===== src/verilog/ssi_pkg.sv =====
package ssi_pkg;

    // ****************************************************************
    // Register map (byte addresses)
    // ****************************************************************
    localparam logic [7:0] CTRL_OFS = 8'h00;
    localparam logic [7:0] CFG_OFS = 8'h04;
    localparam logic [7:0] STAT_OFS = 8'h08;
    localparam logic [7:0] POS_OFS = 8'h0C;

    // ****************************************************************
    // Field positions and reset values
    // ****************************************************************
    localparam int SEL_LSB = 0;
    localparam int CODE_BIT = 4;
    localparam int PER_LSB = 8;
    localparam int MODE_LSB = 16;
    localparam int MT_LSB = 0;
    localparam int ST_LSB = 8;
    localparam logic [3:0] SEL_SSI = 4'h2;
    localparam logic [3:0] SEL_RST = 4'h0;
    localparam logic CODE_BIN = 1'b0;
    localparam logic CODE_GRAY = 1'b1;
    localparam logic [15:0] MODE_RST = 16'h0000;
    localparam logic [7:0] PER_RST = 8'h01;
    localparam logic [4:0] MT_MAX = 5'h0E;
    localparam logic [4:0] MT_RST = 5'h0C;
    localparam logic [4:0] ST_RST = 5'h0D;
    localparam int POS_W = 32;
    localparam int STAT_WBREAK = 0;
    localparam int STAT_PERR = 1;
    localparam int STAT_BUSY = 2;
    localparam int STAT_SLOW = 3;
    localparam int STAT_CNT_LSB = 8;

    // ****************************************************************
    // Timing
    // ****************************************************************
    localparam int CLK_MHZ = 250;
    localparam int CYCLE_US = 125;
    localparam int BIT_RATE_KBPS = 1000;
    localparam int MONO_US = 6;
    localparam int CYCLE_CLKS = CYCLE_US * CLK_MHZ;
    localparam int HALF_CLKS = (CLK_MHZ * 1000) / (2 * BIT_RATE_KBPS);
    localparam int MONO_CLKS = MONO_US * CLK_MHZ;

    // ****************************************************************
    // Frame layout decoded from the frame mode
    // ****************************************************************
    typedef struct packed {
        logic [1:0] free_cnt;
        logic par_en;
        logic par_odd;
        logic wb_en;
        logic valid;
    } frame_s;

    typedef enum logic [1:0] {PAR_OFF, PAR_ODD, PAR_EVEN} par_e;

endpackage : ssi_pkg


===== src/verilog/ssi_cyclic_encoder_master.sv =====
// Implementation choices: register access over AHB-Lite and the register offsets.
`timescale 1ns/100ps
// Notes on behaviour
// - Clock and data lines idle high between transfers.
// - Position decoded as binary or Gray per code selection.
// - Read starts every multiplier times 125 us; encoder refreshes much faster.
// - Wire-break check adds one clock after data and samples it.
// - Extra bit high flags wire break; low means line intact.
// - Frame mode 0001h drops wire-break check, one bit fewer.
// - Some frame modes clock in and evaluate a parity bit.
// - Special bits after data are clocked, sampled, ignored.
// - Read period equals multiplier times 125 us.
// - Longer read cycle allowed, flagged as degraded.
// - Cyclic readout enabled when encoder selection equals 2 and the frame mode is legal.
// - Multiturn bit count configurable, sent first.
// - Singleturn bit count configurable, follows multiturn bits.
// - Linear encoders handled exactly as rotary.
// - Multiturn count limited to 14.
// - Code select 0 binary, 1 Gray; Gray after reset.
// - Frame mode resets to 0000h: data plus wire-break bit.
module ssi_cyclic_encoder_master
    import ssi_pkg::*;
(
    // Clock and reset
    input wire logic hclk,
    input wire logic hresetn,
    // AHB-Lite slave
    input wire logic hsel,
    input wire logic [7:0] haddr,
    input wire logic [1:0] htrans,
    input wire logic hwrite,
    input wire logic [2:0] hsize,
    input wire logic [31:0] hwdata,
    input wire logic hready,
    output logic [31:0] hrdata,
    output logic hreadyout,
    output logic hresp,
    // Encoder link
    output logic ssi_clk,
    input wire logic ssi_data,
    // Position output
    output logic [POS_W-1:0] decoded_position,
    output logic position_valid
);

    // ****************************************************************
    // Register file
    // ****************************************************************
    logic [3:0] encoder_type_select_q;
    logic position_code_select_q;
    logic [7:0] read_period_multiplier_q;
    logic [15:0] frame_mode_select_q;
    logic [4:0] multiturn_bit_count_q;
    logic [4:0] singleturn_bit_count_q;
    logic wbreak_q, perr_q;
    logic [15:0] frame_cnt_q;
    logic wr_pend_q;
    logic [7:0] wr_addr_q;
    logic [31:0] rd_mux;
    logic busy;

    // Single-cycle slave: no wait states, always OKAY
    assign hreadyout = 1'b1;
    assign hresp = 1'b0;

    // Capture write address phase
    always_ff @(posedge hclk or negedge hresetn) begin
        if (!hresetn) begin
            wr_pend_q <= 1'b0;
            wr_addr_q <= 8'h00;
        end else if (hready) begin
            wr_pend_q <= hsel && htrans[1] && hwrite;
            wr_addr_q <= haddr;
        end
    end

    // Configuration writes in the data phase
    always_ff @(posedge hclk or negedge hresetn) begin
        if (!hresetn) begin
            encoder_type_select_q <= SEL_RST;
            position_code_select_q <= CODE_GRAY;
            read_period_multiplier_q <= PER_RST;
            frame_mode_select_q <= MODE_RST;
            multiturn_bit_count_q <= MT_RST;
            singleturn_bit_count_q <= ST_RST;
        end else if (wr_pend_q) begin
            case (wr_addr_q)
                CTRL_OFS: begin
                    encoder_type_select_q <= hwdata[SEL_LSB +: 4];
                    position_code_select_q <= hwdata[CODE_BIT];
                    // Zero would stall readout, so it is held at one
                    read_period_multiplier_q <=
                        (hwdata[PER_LSB +: 8] == 8'h00) ? PER_RST
                        : hwdata[PER_LSB +: 8];
                    frame_mode_select_q <= hwdata[MODE_LSB +: 16];
                end
                CFG_OFS: begin
                    // Clamp so the frame stays within the cyclic limit
                    multiturn_bit_count_q <=
                        (hwdata[MT_LSB +: 5] > MT_MAX) ? MT_MAX
                        : hwdata[MT_LSB +: 5];
                    singleturn_bit_count_q <= hwdata[ST_LSB +: 5];
                end
                default: ;
            endcase
        end
    end

    // Read mux; reads take effect in the cycle after the address phase
    always_comb begin
        rd_mux = 32'h0000_0000;
        case (haddr)
            CTRL_OFS: begin
                rd_mux[SEL_LSB +: 4] = encoder_type_select_q;
                rd_mux[CODE_BIT] = position_code_select_q;
                rd_mux[PER_LSB +: 8] = read_period_multiplier_q;
                rd_mux[MODE_LSB +: 16] = frame_mode_select_q;
            end
            CFG_OFS: begin
                rd_mux[MT_LSB +: 5] = multiturn_bit_count_q;
                rd_mux[ST_LSB +: 5] = singleturn_bit_count_q;
            end
            STAT_OFS: begin
                rd_mux[STAT_WBREAK] = wbreak_q;
                rd_mux[STAT_PERR] = perr_q;
                rd_mux[STAT_BUSY] = busy;
                // Warn: control quality degrades above one period
                rd_mux[STAT_SLOW] = (read_period_multiplier_q != PER_RST);
                rd_mux[STAT_CNT_LSB +: 16] = frame_cnt_q;
            end
            POS_OFS: rd_mux = decoded_position;
            default: ;
        endcase
    end

    always_ff @(posedge hclk or negedge hresetn) begin
        if (!hresetn) begin
            hrdata <= 32'h0000_0000;
        end else if (hready && hsel && htrans[1] && !hwrite) begin
            hrdata <= rd_mux;
        end
    end

    // ****************************************************************
    // Frame mode decode
    // ****************************************************************
    // Mode table; reserved codes clear valid, so the readout halts
    frame_s fr;
    always_comb begin
        fr = '0;
        fr.valid = frame_mode_select_q inside {16'h0000, 16'h0001,
            16'h0002, 16'h0003, 16'h0004, 16'h0005, 16'h0006, 16'h0007,
            16'h000C, 16'h000D, 16'h000E, 16'h000F, 16'h001F, 16'h0020,
            16'h0021, 16'h0022};
        fr.wb_en = frame_mode_select_q inside {16'h0000, 16'h0002,
            16'h0003, 16'h0006, 16'h0007, 16'h000C, 16'h000D};
        fr.par_en = frame_mode_select_q inside {16'h0002, 16'h0003,
            16'h0004, 16'h0005, 16'h000C, 16'h000D, 16'h000E, 16'h000F};
        fr.par_odd = frame_mode_select_q inside {16'h0002, 16'h0003,
            16'h0004, 16'h0005};
        case (frame_mode_select_q)
            16'h0003, 16'h0005, 16'h0006, 16'h000D, 16'h000F,
            16'h001F: fr.free_cnt = 2'd1;
            16'h0007, 16'h0020: fr.free_cnt = 2'd2;
            16'h0021, 16'h0022: fr.free_cnt = 2'd3;
            default: fr.free_cnt = 2'd0;
        endcase
    end

    // ****************************************************************
    // Read period timer
    // ****************************************************************
    typedef enum {ST_IDLE, ST_LOW, ST_HIGH, ST_MONO} state_e;
    state_e state_q;
    logic [15:0] tick_q;
    logic [7:0] per_cnt_q;
    logic start, enabled;

    // Cyclic readout runs only with the SSI selection and a legal mode
    assign enabled = (encoder_type_select_q == SEL_SSI) && fr.valid;

    always_ff @(posedge hclk or negedge hresetn) begin
        if (!hresetn) begin
            tick_q <= 16'h0000;
            per_cnt_q <= 8'h00;
        end else if (!enabled) begin
            tick_q <= 16'h0000;
            per_cnt_q <= 8'h00;
        end else if (tick_q == 16'(CYCLE_CLKS - 1)) begin
            tick_q <= 16'h0000;
            per_cnt_q <= (per_cnt_q + 8'h01 >= read_period_multiplier_q)
                ? 8'h00 : per_cnt_q + 8'h01;
        end else begin
            tick_q <= tick_q + 16'h0001;
        end
    end

    // A start that finds the link busy is skipped, never queued
    assign start = enabled && (tick_q == 16'h0000) && (per_cnt_q == 8'h00)
        && (state_q == ST_IDLE);

    // ****************************************************************
    // Link engine
    // ****************************************************************
    logic [2:0] din_sync_q;
    logic din;
    logic [10:0] tim_q;
    logic [5:0] bit_q;
    logic [5:0] nbits, ndata;
    logic [POS_W-1:0] shift_q;
    logic par_acc_q;
    logic [5:0] wb_idx, par_idx;

    // Three-stage sampler; value taken when last two stages agree
    always_ff @(posedge hclk or negedge hresetn) begin
        if (!hresetn) begin
            din_sync_q <= 3'b111;
            din <= 1'b1;
        end else begin
            din_sync_q <= {din_sync_q[1:0], ssi_data};
            if (din_sync_q[2] == din_sync_q[1]) begin
                din <= din_sync_q[2];
            end
        end
    end

    // Linear and rotary encoders share this one word layout
    assign ndata = 6'(multiturn_bit_count_q) +
        6'(singleturn_bit_count_q);
    assign par_idx = ndata + 6'(fr.free_cnt);
    assign wb_idx = par_idx + 6'(fr.par_en);
    assign nbits = wb_idx + 6'(fr.wb_en);
    assign busy = (state_q != ST_IDLE);

    // Bit clock at 1 Mbit/s; data sampled at the end of each high phase,
    // after the rising edge that shifts the bit out (the first shifts the MSB)
    always_ff @(posedge hclk or negedge hresetn) begin
        if (!hresetn) begin
            state_q <= ST_IDLE;
            tim_q <= 11'h000;
            bit_q <= 6'h00;
            ssi_clk <= 1'b1;
            shift_q <= '0;
            par_acc_q <= 1'b0;
            wbreak_q <= 1'b0;
            perr_q <= 1'b0;
            frame_cnt_q <= 16'h0000;
        end else begin
            case (state_q)
                ST_IDLE: begin
                    ssi_clk <= 1'b1;
                    if (start) begin
                        state_q <= ST_LOW;
                        ssi_clk <= 1'b0;
                        tim_q <= 11'h000;
                        bit_q <= 6'h00;
                        shift_q <= '0;
                        par_acc_q <= 1'b0;
                    end
                end
                ST_LOW: begin
                    if (tim_q == 11'(HALF_CLKS - 1)) begin
                        tim_q <= 11'h000;
                        ssi_clk <= 1'b1;
                        state_q <= ST_HIGH;
                    end else begin
                        tim_q <= tim_q + 11'h001;
                    end
                end
                ST_HIGH: begin
                    if (tim_q == 11'(HALF_CLKS - 1)) begin
                        tim_q <= 11'h000;
                        // Sample at the end of the high phase; the clock falls here except after the last bit
                        if (bit_q < ndata) begin
                            shift_q <= {shift_q[POS_W-2:0], din};
                            par_acc_q <= par_acc_q ^ din;
                        end else if (fr.par_en && bit_q == par_idx) begin
                            perr_q <= fr.par_odd ? (par_acc_q == din)
                                : (par_acc_q != din);
                        end else if (fr.wb_en && bit_q == wb_idx) begin
                            wbreak_q <= din;
                        end
                        // Free bits fall through unused
                        if (bit_q == nbits - 6'h01) begin
                            state_q <= ST_MONO;
                        end else begin
                            bit_q <= bit_q + 6'h01;
                            ssi_clk <= 1'b0;
                            state_q <= ST_LOW;
                        end
                    end else begin
                        tim_q <= tim_q + 11'h001;
                    end
                end
                ST_MONO: begin
                    ssi_clk <= 1'b1;
                    if (tim_q == 11'(MONO_CLKS - 1)) begin
                        state_q <= ST_IDLE;
                        frame_cnt_q <= frame_cnt_q + 16'h0001;
                    end else begin
                        tim_q <= tim_q + 11'h001;
                    end
                end
                default: state_q <= ST_IDLE;
            endcase
        end
    end

    // ****************************************************************
    // Position decode
    // ****************************************************************
    logic [POS_W-1:0] gray_bin;
    for (genvar gi = 0; gi < POS_W; gi++) begin : g_gray
        assign gray_bin[gi] = ^(shift_q >> gi);
    end

    // Result published when the monoflop wait starts, after the last frame bit
    always_ff @(posedge hclk or negedge hresetn) begin
        if (!hresetn) begin
            decoded_position <= '0;
            position_valid <= 1'b0;
        end else begin
            position_valid <= 1'b0;
            if (state_q == ST_MONO && tim_q == 11'h000) begin
                decoded_position <= (position_code_select_q == CODE_BIN)
                    ? shift_q : gray_bin;
                position_valid <= 1'b1;
            end
        end
    end

endmodule : ssi_cyclic_encoder_master


===== config.mk =====
export PLATFORM = sky130hd
export DESIGN_NAME = ssi_cyclic_encoder_master
export DESIGN_NICKNAME = d
export VERILOG_FILES = /design/src/verilog/ssi_pkg.sv /design/src/verilog/ssi_cyclic_encoder_master.sv
export SDC_FILE = /design/constraint.sdc
export NUM_CORES = 1
export LEC_CHECK = 0
export BUFFER_PORTS_ARGS = -buffer_cell sky130_fd_sc_hd__buf_2
export CORE_ASPECT_RATIO = 0.9
export CORE_UTILIZATION = 58
export CTS_CLUSTER_SIZE = 20
export DETAILED_ROUTE_END_ITERATION = 8
export GPL_TIMING_DRIVEN = 0
export PLACE_DENSITY = 0.88
export SETUP_SLACK_MARGIN = 0.3
export SLEW_MARGIN = 25
export SYNTH_ARGS = -nofsm -noshare
export SYNTH_HDL_FRONTEND = slang
export SYNTH_SLANG_ARGS = --single-unit

===== constraint.sdc =====
create_clock -name hclk -period 5.9 [get_ports hclk]
set_input_delay 0.295 -clock hclk [delete_from_list [all_inputs] [get_ports hclk]]
set_output_delay 0.295 -clock hclk [all_outputs]
set_load 0.01 [all_outputs]

# Word-level counts from Yosys, hierarchy flattened
# Index checks and enable logic that the tools add are counted.
# Widths: inputs -> output; s select.
[word_totals] register_bits=242 in_bits=51 word_cells=202 out_inout_bits=68
[classes] n_mux=44 order_cmp=3 add_sub_neg=10 n_reduce_logical=76 eq_ne=42 bitwise=3
[op_table] cell="$reduce_xor 32->1" n=32
[op_table] cell="$mux 32" n=8
[op_table] cell="$pmux 32 s4" n=1
[op_table] cell="$pmux 11 s3" n=2
[op_table] cell="$eq 16x3->1 const B" n=4
[op_table] cell="$eq 16x4->1 const B" n=4
[op_table] cell="$eq 32x2->1 const B" n=2
[op_table] cell="$logic_not 32->1" n=2
[op_table] cell="$pmux 32 s2" n=1
[op_table] cell="$eq 16x6->1 const B" n=3
[op_table] cell="$mux 11" n=3
[op_table] cell="$add 16x1->16 const B" n=2
[op_table] cell="$eq 16x2->1 const B" n=2
[op_table] cell="$eq 32x1->1 const B" n=1
[op_table] cell="$eq 32x3->1 const B" n=1
[op_table] cell="$logic_not 16->1" n=2
[op_table] cell="$logic_not 8->1" n=4
[op_table] cell="$mux 16" n=2
[op_table] cell="$mux 8" n=4
[op_table] cell="$reduce_bool 32->1" n=1
[op_table] cell="$pmux 5 s4" n=1
[op_table] cell="$reduce_and 4->1" n=5
[op_table] cell="$eq 6x6->1" n=3
[op_table] cell="$mux 6" n=3
[op_table] cell="50 further kinds" n=85

# Logic depth before layout (Yosys ltp)
# Gate-level depths: netlist of the first run.
[logic_depth] ltp_word=11 ltp_mapped=19 ltp_nobuf=17

# Worst setup path after synthesis of the first run
# No wires, ideal clock.
[synth_timing] kind="reg-to-reg" from="register frame_mode_select_q[1]" to="register bit_q[2]" n_path_buf=2 arrival_ps=4125 setup_slack_ps=1651 setup_ps=124 path_stages_with_launch=19 cell_sequence="dfrtp_1 -> clkbuf_1 -> nor2b_1 -> a21boi_0 -> o21ai_0 -> o21ai_0 -> a211oi_1 -> ha_1 -> fa_1 -> ha_1 -> xnor2_1 -> nand3_1 -> or2_1 -> o211a_1 -> o21a_1 -> o31ai_2 -> buf_4 -> nor3_1 -> a211o_1"
[synth_between] elab_chain_cells=10 elab_cells_between_ends=35 cone_classes="4 x add/sub; 18 x eq/ne; 1 x mux; 12 x reduce/logical"
[synth_lines] element="start, declared" line_no="ssi_cyclic_encoder_master.sv:52" source="logic [15:0] frame_mode_select_q;"
[synth_lines] element="start signal, assigned" line_no="ssi_cyclic_encoder_master.sv:95" source="frame_mode_select_q <= hwdata[MODE_LSB +: 16];"
[synth_lines] element="$eq 16x2->1, or another cell as far along"
[synth_lines] element="$reduce_or 6->1 or $reduce_or 2->1 (tied branches)" line_no="ssi_cyclic_encoder_master.sv:161" source="case (frame_mode_select_q)"
[synth_lines] element="$pmux 2 s3" line_no="ssi_cyclic_encoder_master.sv:161"
[synth_lines] element="$add 6x2->6" line_no="ssi_cyclic_encoder_master.sv:230" source="assign par_idx = ndata + 6'(fr.free_cnt);"
[synth_lines] element="$add 6x1->6" line_no="ssi_cyclic_encoder_master.sv:231" source="assign wb_idx = par_idx + 6'(fr.par_en);"
[synth_lines] element="$add 6x1->6" line_no="ssi_cyclic_encoder_master.sv:232" source="assign nbits = wb_idx + 6'(fr.wb_en);"
[synth_lines] element="$sub 6x1->6" line_no="ssi_cyclic_encoder_master.sv:284" source="if (bit_q == nbits - 6'h01) begin"
[synth_lines] element="$eq 6x6->1" line_no="ssi_cyclic_encoder_master.sv:284"
[synth_lines] element="$ne 2x2->1 (no line)"
[synth_lines] element="$reduce_and 4->1 (no line) (*)"
[synth_lines] element="end signal, assigned" line_no="ssi_cyclic_encoder_master.sv:287" source="bit_q <= bit_q + 6'h01;"
[synth_lines] element="end, declared" line_no="ssi_cyclic_encoder_master.sv:208" source="logic [5:0] bit_q;"
# Mark *: on every way between the ends. The rest lies on a longest branch, timed or not.
# A chain may end at the register's enable or synchronous reset.

# Worst setup path in the final report of the first run
# Same ends and word-level chain as after synthesis.

==> reports/results.txt, run 1 <==
Die Area - 20,300 µm²
Xor/xnor share of the synthesized area - 0.105
Clock insertion delay at the later pin of the skew report - 0.52 ns
Pre-antenna DRT Iters - 7
Comb power frac - 0.222
DRC Markers - 0
CTS max path bufs - 3
Sequential power share - 0.416
Reg2reg start - frame_mode_select_q[1]
Post-synth EDFFs - 0
Post-synthesis compound-gate area fraction - 0.130
Vias - 9,592
Clock slew at reported path FFs - 0.06 ns
Cell area after synthesis - 11,500 µm²
Leak - 6.17 nW
P&R area growth vs syn - 14.4%
Dpl hpwl - 22,000 µm
Synth area leader - dfrtp_1
RSZ-0062 raised after global routing - no
CP max FO - 10
Critical path endpoint category - register
Vias per inst - 6.03
WHS Path Cells - 2
Measured slew at the worst slew-check pin - 0.771 ns
Ys flop type - dfrtp_1
Clk network pwr share - 0.362
Pin count of the biggest net entering global routing - 98
Final Critical Period - 4.91 ns
VDD IR max - 0.000189 V
Gpl congestion - 0.958
Async SR Flop Fraction - 1.00
Final Cell Area - 13,100 µm²
Sw Share - 0.315
Largest family of logic cells by synthesized area - simple AND/OR/NAND/NOR gates
FP Rows - 48
Post-synthesis adder-cell area fraction - 0.0458
CP arrival - 5.31 ns
NetSw - 1.21 mW
Most common cell after layout, fill and taps aside - nand2_1
Synth Register Bits - 212
DIE WIDTH - 150 µm
Clock Tree Root - clkbuf_16
Final #Nets - 1,415
Distinct cells, synth - 68
Fin. Hold Viols - 0
Die Ht - 135 µm
First-pass GRT wire length - 47,200 µm
Fmax - 204 MHz
Core area - 19,300 µm²
Clock sink count - 212
Mapped Nets - 1,279
Gr usage total - 0.297
Sequential area share after synthesis - 0.464
Htree depth - 1
WL/cell - 18.8 µm
CTS resizes - 0
Most frequent cells in the layout - 215 x nand2_1, 200 x dfrtp_1, 133 x o21ai_0, 107 x buf_2, 65 x clkbuf_1
Worst EP required - 6.30 ns
Worst hold path type - primary input to register
Share of layout cells above drive strength 1 - 0.163
R2r endpoint - bit_q[2]
Final WL - 30,000 µm
Clock Skew - 0.0125 ns
Simple-Gate Fraction of Synth Area - 0.161
Port bufs - 107
Tcrit/Tclk final - 0.832
Slew Limit Fails - 0
Number of global-route vias before repair - 9,118
TritonCTS buffer count - 23
Placed cell areas - 12,400 µm²
P per Cell Area - 292 nW/µm²
Boundary pin count - 119
Max-Cap Viols - 0
ANT nets after route - 0
Worst R2R Path Depth - 18
Synthesized instance count - 1,188
R2R Setup Slk - 0.99 ns
Grt ovf - 0
Crit path kind - register to register
Initial antenna violation count - 1
DRT iter0 DRCs - 954
TritonCTS clock tree - built
Total Negative Setup Slacks - 0 ns
Mux contribution to synthesized area - 0.0575
Setup Viol. Count Final - 0
Setup Fix Bufs, Post-CTS - 0
Startpoint Class - register
Cell Int Power - 2.63 mW
Status - complete, no violations
Effective utilization at floorplan - 0.595
Synth warn - 0
Area share of the largest cell type after synthesis - 0.437
WHS Endpoint - frame_mode_select_q[11]
Avg Synthesized Cell Area - 9.65 µm²
Hold_sp - hwdata[27]
Top cells by area, synth - dfrtp_1 44%, nand2_1 7.0%, o21ai_0 5.8%
Max transition margin - 0.482
## stage by stage
stage               worst slack (ns)  hold WS (ns)  power (mW)  utilization  instances
global route                   0.543        0.0108        3.99        0.680       1590
finish                         0.990       0.00837        3.83        0.680       1591
CTS                             1.07       0.00339        3.82        0.680       1590
floorplan                       1.65     -0.000591        2.17            -       1188
detailed placement              1.08         0.246        2.45        0.642       1547
global placement                1.05         0.356        2.41        0.639       1545
## layer usage
| metal | global-route usage | up-vias | share of wire | wire, µm |
|---|---|---|---|---|
| li1 | - | 4393 | - | - |
| met1 | 0.396 | 4654 | 0.40 | 12100 |
| met2 | 0.492 | 450 | 0.48 | 14300 |
| met3 | 0.0441 | 95 | 0.080 | 2380 |
| met4 | 0.114 | 0 | 0.040 | 1210 |
| met5 | 0 | - | 0 | 0 |
## final cells by class
class	count	area (µm²)
Sequential cell	212	5320
Buffer	65	268
Clock inverter	1	8.76
Multi-Input combinational cell	875	5740
Fill cell	1374	6160
Antenna cell	1	2.50
Tap cell	250	313
Timing Repair Buffer	111	621
Clock buffer	40	709
Inverter	36	135
## cell usage after synthesis (all sizes together), types with 5 or more instances
master / instances
nand2: 215
dfrtp: 200
o21ai: 134
xor2: 59
xnor2: 58
nor2: 57
clkbuf: 55
mux2: 43
ha: 38
nand3: 38
inv: 36
a21o: 18
a21oi: 17
nor4: 17
nor3: 16
a22o: 14
nand4: 14
mux2i: 13
and3: 12
dfstp: 12
a22oi: 9
buf: 9
a21boi: 8
a222oi: 7
nand2b: 7
a31oi: 6
nor2b: 6
o31ai: 6
or2: 6
xnor3: 6
or3: 5
## worst max-delay path by stage
stage,startpoint,end,slack (ns),depth (start not counted)
6_report,frame_mode_select_q[1],bit_q[2],0.99,18
5_1_grt,frame_mode_select_q[1],bit_q[2],0.54,18
4_1_cts,frame_mode_select_q[1],bit_q[2],1.07,18
3_5_place_dp,frame_mode_select_q[1],bit_q[2],1.08,18
3_3_place_gp,hresetn,wr_addr_q[4],1.05,1
2_1_floorplan,frame_mode_select_q[1],bit_q[2],1.65,18
## kinds of logic after synthesis
group	after synthesis
adder cells (fa/ha/maj)	41
buffers and inverters	101
other	2
multiplexers	58
XOR/XNOR	123
flip-flops	212
AO/OA/AOI/OAI	242
AND/OR/NAND/NOR	409
## registers in the layout, indices dropped and copies added (netlist names), 11 cells and up
register	flops
frame_mode_select_q	16
frame_cnt_q	16
decoded_position	32
shift_q	32
tick_q	16
tim_q	11
hrdata	32
## what timing repair did
item,CTS,global route
hold buffers,2,0
setup endpoints to repair,0,0
endpoints found under the hold margin,48,0
## power by group through the flow
stage	clock, mW	sequential (mW)	combinational (mW)
4_1_cts	1.39	1.59	0.843
6_report	1.39	1.60	0.852
5_1_grt	1.45	1.60	0.940
3_3_place_gp	0	1.61	0.795
2_1_floorplan	0	1.60	0.568
3_5_place_dp	0	1.62	0.835
## critical path, cell delays in order (launching register included)
cell	delay, ns
dfrtp_1	0.36
clkbuf_1	0.38
nor2b_1	0.27
a21boi_0	0.11
o21ai_0	0.14
o21ai_0	0.10
a211oi_1	0.28
ha_1	0.22
fa_1	0.47
ha_1	0.28
xnor2_1	0.49
nand3_1	0.20
or2_1	0.26
o211a_1	0.20
o21a_1	0.18
o31ai_2	0.31
buf_4	0.23
nor3_1	0.07
a211o_1	0.24
No activity file was read; power rests on OpenSTA's default activity.
==> inputs of run 2 (changes only) <==
--- a/config.mk
+++ b/config.mk
@@ -7,11 +7,11 @@
 export LEC_CHECK = 0
 export BUFFER_PORTS_ARGS = -buffer_cell sky130_fd_sc_hd__buf_2
 export CORE_ASPECT_RATIO = 0.9
-export CORE_UTILIZATION = 58
+export CORE_UTILIZATION = 54
 export CTS_CLUSTER_SIZE = 20
 export DETAILED_ROUTE_END_ITERATION = 8
 export GPL_TIMING_DRIVEN = 0
-export PLACE_DENSITY = 0.88
+export PLACE_DENSITY = 0.86
 export SETUP_SLACK_MARGIN = 0.3
 export SLEW_MARGIN = 25
 export SYNTH_ARGS = -nofsm -noshare
==> constraint.sdc (replaced) <==
create_clock -name hclk -period 4.1 [get_ports hclk]
set_input_delay 0.205 -clock hclk [delete_from_list [all_inputs] [get_ports hclk]]
set_output_delay 0.205 -clock hclk [all_outputs]
set_load 0.01 [all_outputs]
==> run 2 against run 1 <==
  * The run now ends with DRC, setup timing left
  * Design area grew 7.8%
  * Maximum frequency grew 15%
  * First-iteration DRC count is 2.1% higher
  * Via count rose by 7.1%
  * Worst hold slack gained 0.035 ns
  * Sequential cell count unchanged
  * Clock power is 55% higher
  * Critical path depth is 2 lower
  * Total power up 57%
  * Cell count up 6.3%
  * Largest power group unchanged
==> reports/results.txt, run 2 (synthesis gave the netlist of run 1 again) <==
Status - complete, but fails checks
Failing checks - DRC, setup timing
M1 WL - 13,000 µm
Pin count of the biggest net entering global routing - 96
Tcrit/Tclk final - 1.04
Initial antenna violation count - 0
Cell Int Power - 4.09 mW
Clock sink count - 212
Grt ovf - 0
Cell Count, Final, Fillers Out - 1,691
Final core utilization - 0.679
CP arrival - 4.73 ns
TritonCTS clock tree - built
Most frequent cells in the layout - 213 x nand2_1, 200 x dfrtp_1, 126 x o21ai_0, 107 x buf_2
Vias - 10,300
P&R area growth vs syn - 23.4%
Max-Cap Viols - 0
DRC Markers - 4
DP Cell Count - 1,583
Dpl hpwl - 22,100 µm
Final WL - 34,600 µm
Sw Share - 0.321
Slew Limit Fails - 0
Measured slew at the worst slew-check pin - 0.839 ns
Effective utilization at floorplan - 0.550
Htree depth - 1
DIE WIDTH - 156 µm
Fmax - 234 MHz
Comb power frac - 0.260
CTS max path bufs - 3
Sequential power share - 0.383
Gr usage total - 0.307
Regs by FF count - decoded_position: 32 flops, hrdata: 32 flops, shift_q: 32 flops
Startpoint Class - register
Metal2 WL - 16,700 µm
WL/cell - 20.5 µm
Final #Nets - 1,480
Max transition margin - 0.441
RSZ-0062 raised after global routing - yes
Final Critical Period - 4.28 ns
Final WS setup - -0.182 ns
TritonCTS buffer count - 23
FP Rows - 50
N_diodes - 0
Pre-antenna DRT Iters - 9
Placed cell areas - 12,500 µm²
Die Area - 21,800 µm²
Share of layout cells above drive strength 1 - 0.211
Port bufs - 107
Clock Tree Root - clkbuf_16
Final Cell Area - 14,100 µm²
Clock insertion delay at the later pin of the skew report - 0.51 ns
ANT nets after route - 0
Fin. Hold Viols - 0
P per Cell Area - 426 nW/µm²
Number of global-route vias before repair - 10,100
Worst hold path type - primary input to register
Core area - 20,800 µm²
Die Ht - 140 µm
Power Total - 6.02 mW
Clock Skew - 0.0181 ns
Worst EP required - 4.55 ns
Clock slew at reported path FFs - 0.06 ns
NetSw - 1.93 mW
CP max FO - 4
Clk network pwr share - 0.356
Most common cell after layout, fill and taps aside - nand2_1
Boundary pin count - 119
Critical path endpoint category - register
Vias per inst - 6.08
Setup Viol. Count Final - 8
Top layer reached by signal wires - met4
First-pass GRT wire length - 52,600 µm
DR WL met3 - 3040 µm
Leak - 6.57 nW
Gpl congestion - 0.887
VDD IR max - 0.000248 V
DRT iter0 DRCs - 974
Crit path kind - register to register
==> run 2: cell types whose count changed in the layout (fill, tap and decap cells not counted), sizes merged <==
cell,delta
buf,+31
clkinv,+3
clkbuf,-9
clkinvlp,+3
inv,-1
bufinv,+3
diode,-1
dlygate4sd3,+35
==> run 2: repair_timing <==
action | 4_1_cts | 5_1_grt
gates resized for setup | 28 | 33
setup buffers | 19 | 11
pin swaps | 21 | 18
endpoints found under the setup margin | 17 | 41
endpoints found under the hold margin | 244 | 0
hold buffers | 37 | 0
cloned | 0 | 0
==> run 2: path summary, 6_finish.rpt <==
path                                               end  slack [ns]  cells past startpoint                    from
max                                           bit_q[4]       -0.18                     16  frame_mode_select_q[7]
min                                          wr_pend_q        0.04                      3                    hsel
max reg2reg                                   bit_q[4]       -0.18                     16  frame_mode_select_q[7]
min reg2reg                              din_sync_q[2]        0.35                      0           din_sync_q[1]
max in group asynchronous                      ssi_clk        3.19                      3                 hresetn
min in group asynchronous  read_period_multiplier_q[5]        0.14                      2                 hresetn
==> run 2: per-stage QoR <==
stage / setup TNS (ns) / worst slack (ns) / hold slack, ns
2_1_floorplan: 0 / 0.245 / -0.0906
3_3_place_gp: -126.34 / -0.648 / 0.320
3_5_place_dp: -1.90 / -0.397 / 0.0665
4_1_cts: -0.0261 / -0.0261 / 0.0219
5_1_grt: -2.01 / -0.319 / 0.0995
6_report: -0.780 / -0.182 / 0.0431
==> run 2: cell type report <==
class,instances,area [µm²]
fill,1381,6690
clock inverter,9,128
multi-input combinational,875,6040
buffer,65,305
tap,286,358
timing repair buffer,176,1210
clock buffer,32,649
sequential,212,5320
inverter,36,135
==> run 2: worst max-delay path, cell delays in order (launching register included) <==
cell       delay (ns)
dfrtp_1          0.47
nor4_2           0.35
nand3_2          0.24
a211oi_2         0.22
ha_2             0.23
fa_2             0.48
buf_4            0.17
and3_2           0.21
xnor3_2          0.24
buf_4            0.18
a31oi_4          0.17
nor3b_2          0.07
o2111ai_2        0.30
o31ai_4          0.13
buf_6            0.17
or4b_1           0.49
nand3_1          0.10
==> run 2: power by group through the flow <==
| stage | Sequential (mW) | Combinational, mW | Clock, mW |
|---|---|---|---|
| after CTS | 2.30 | 1.37 | 2.15 |
| after detailed placement | 2.33 | 1.23 | 0 |
| final | 2.31 | 1.57 | 2.15 |
| after global routing | 2.31 | 1.70 | 2.22 |
| after floorplan | 2.30 | 0.844 | 0 |
| after global placement | 2.33 | 1.17 | 0 |
==> run 2: routing by layer <==
layer,vias up,track usage
met2,578,0.513
li1,4518,-
met5,-,0
met1,5035,0.388
met4,0,0.152
met3,143,0.0514
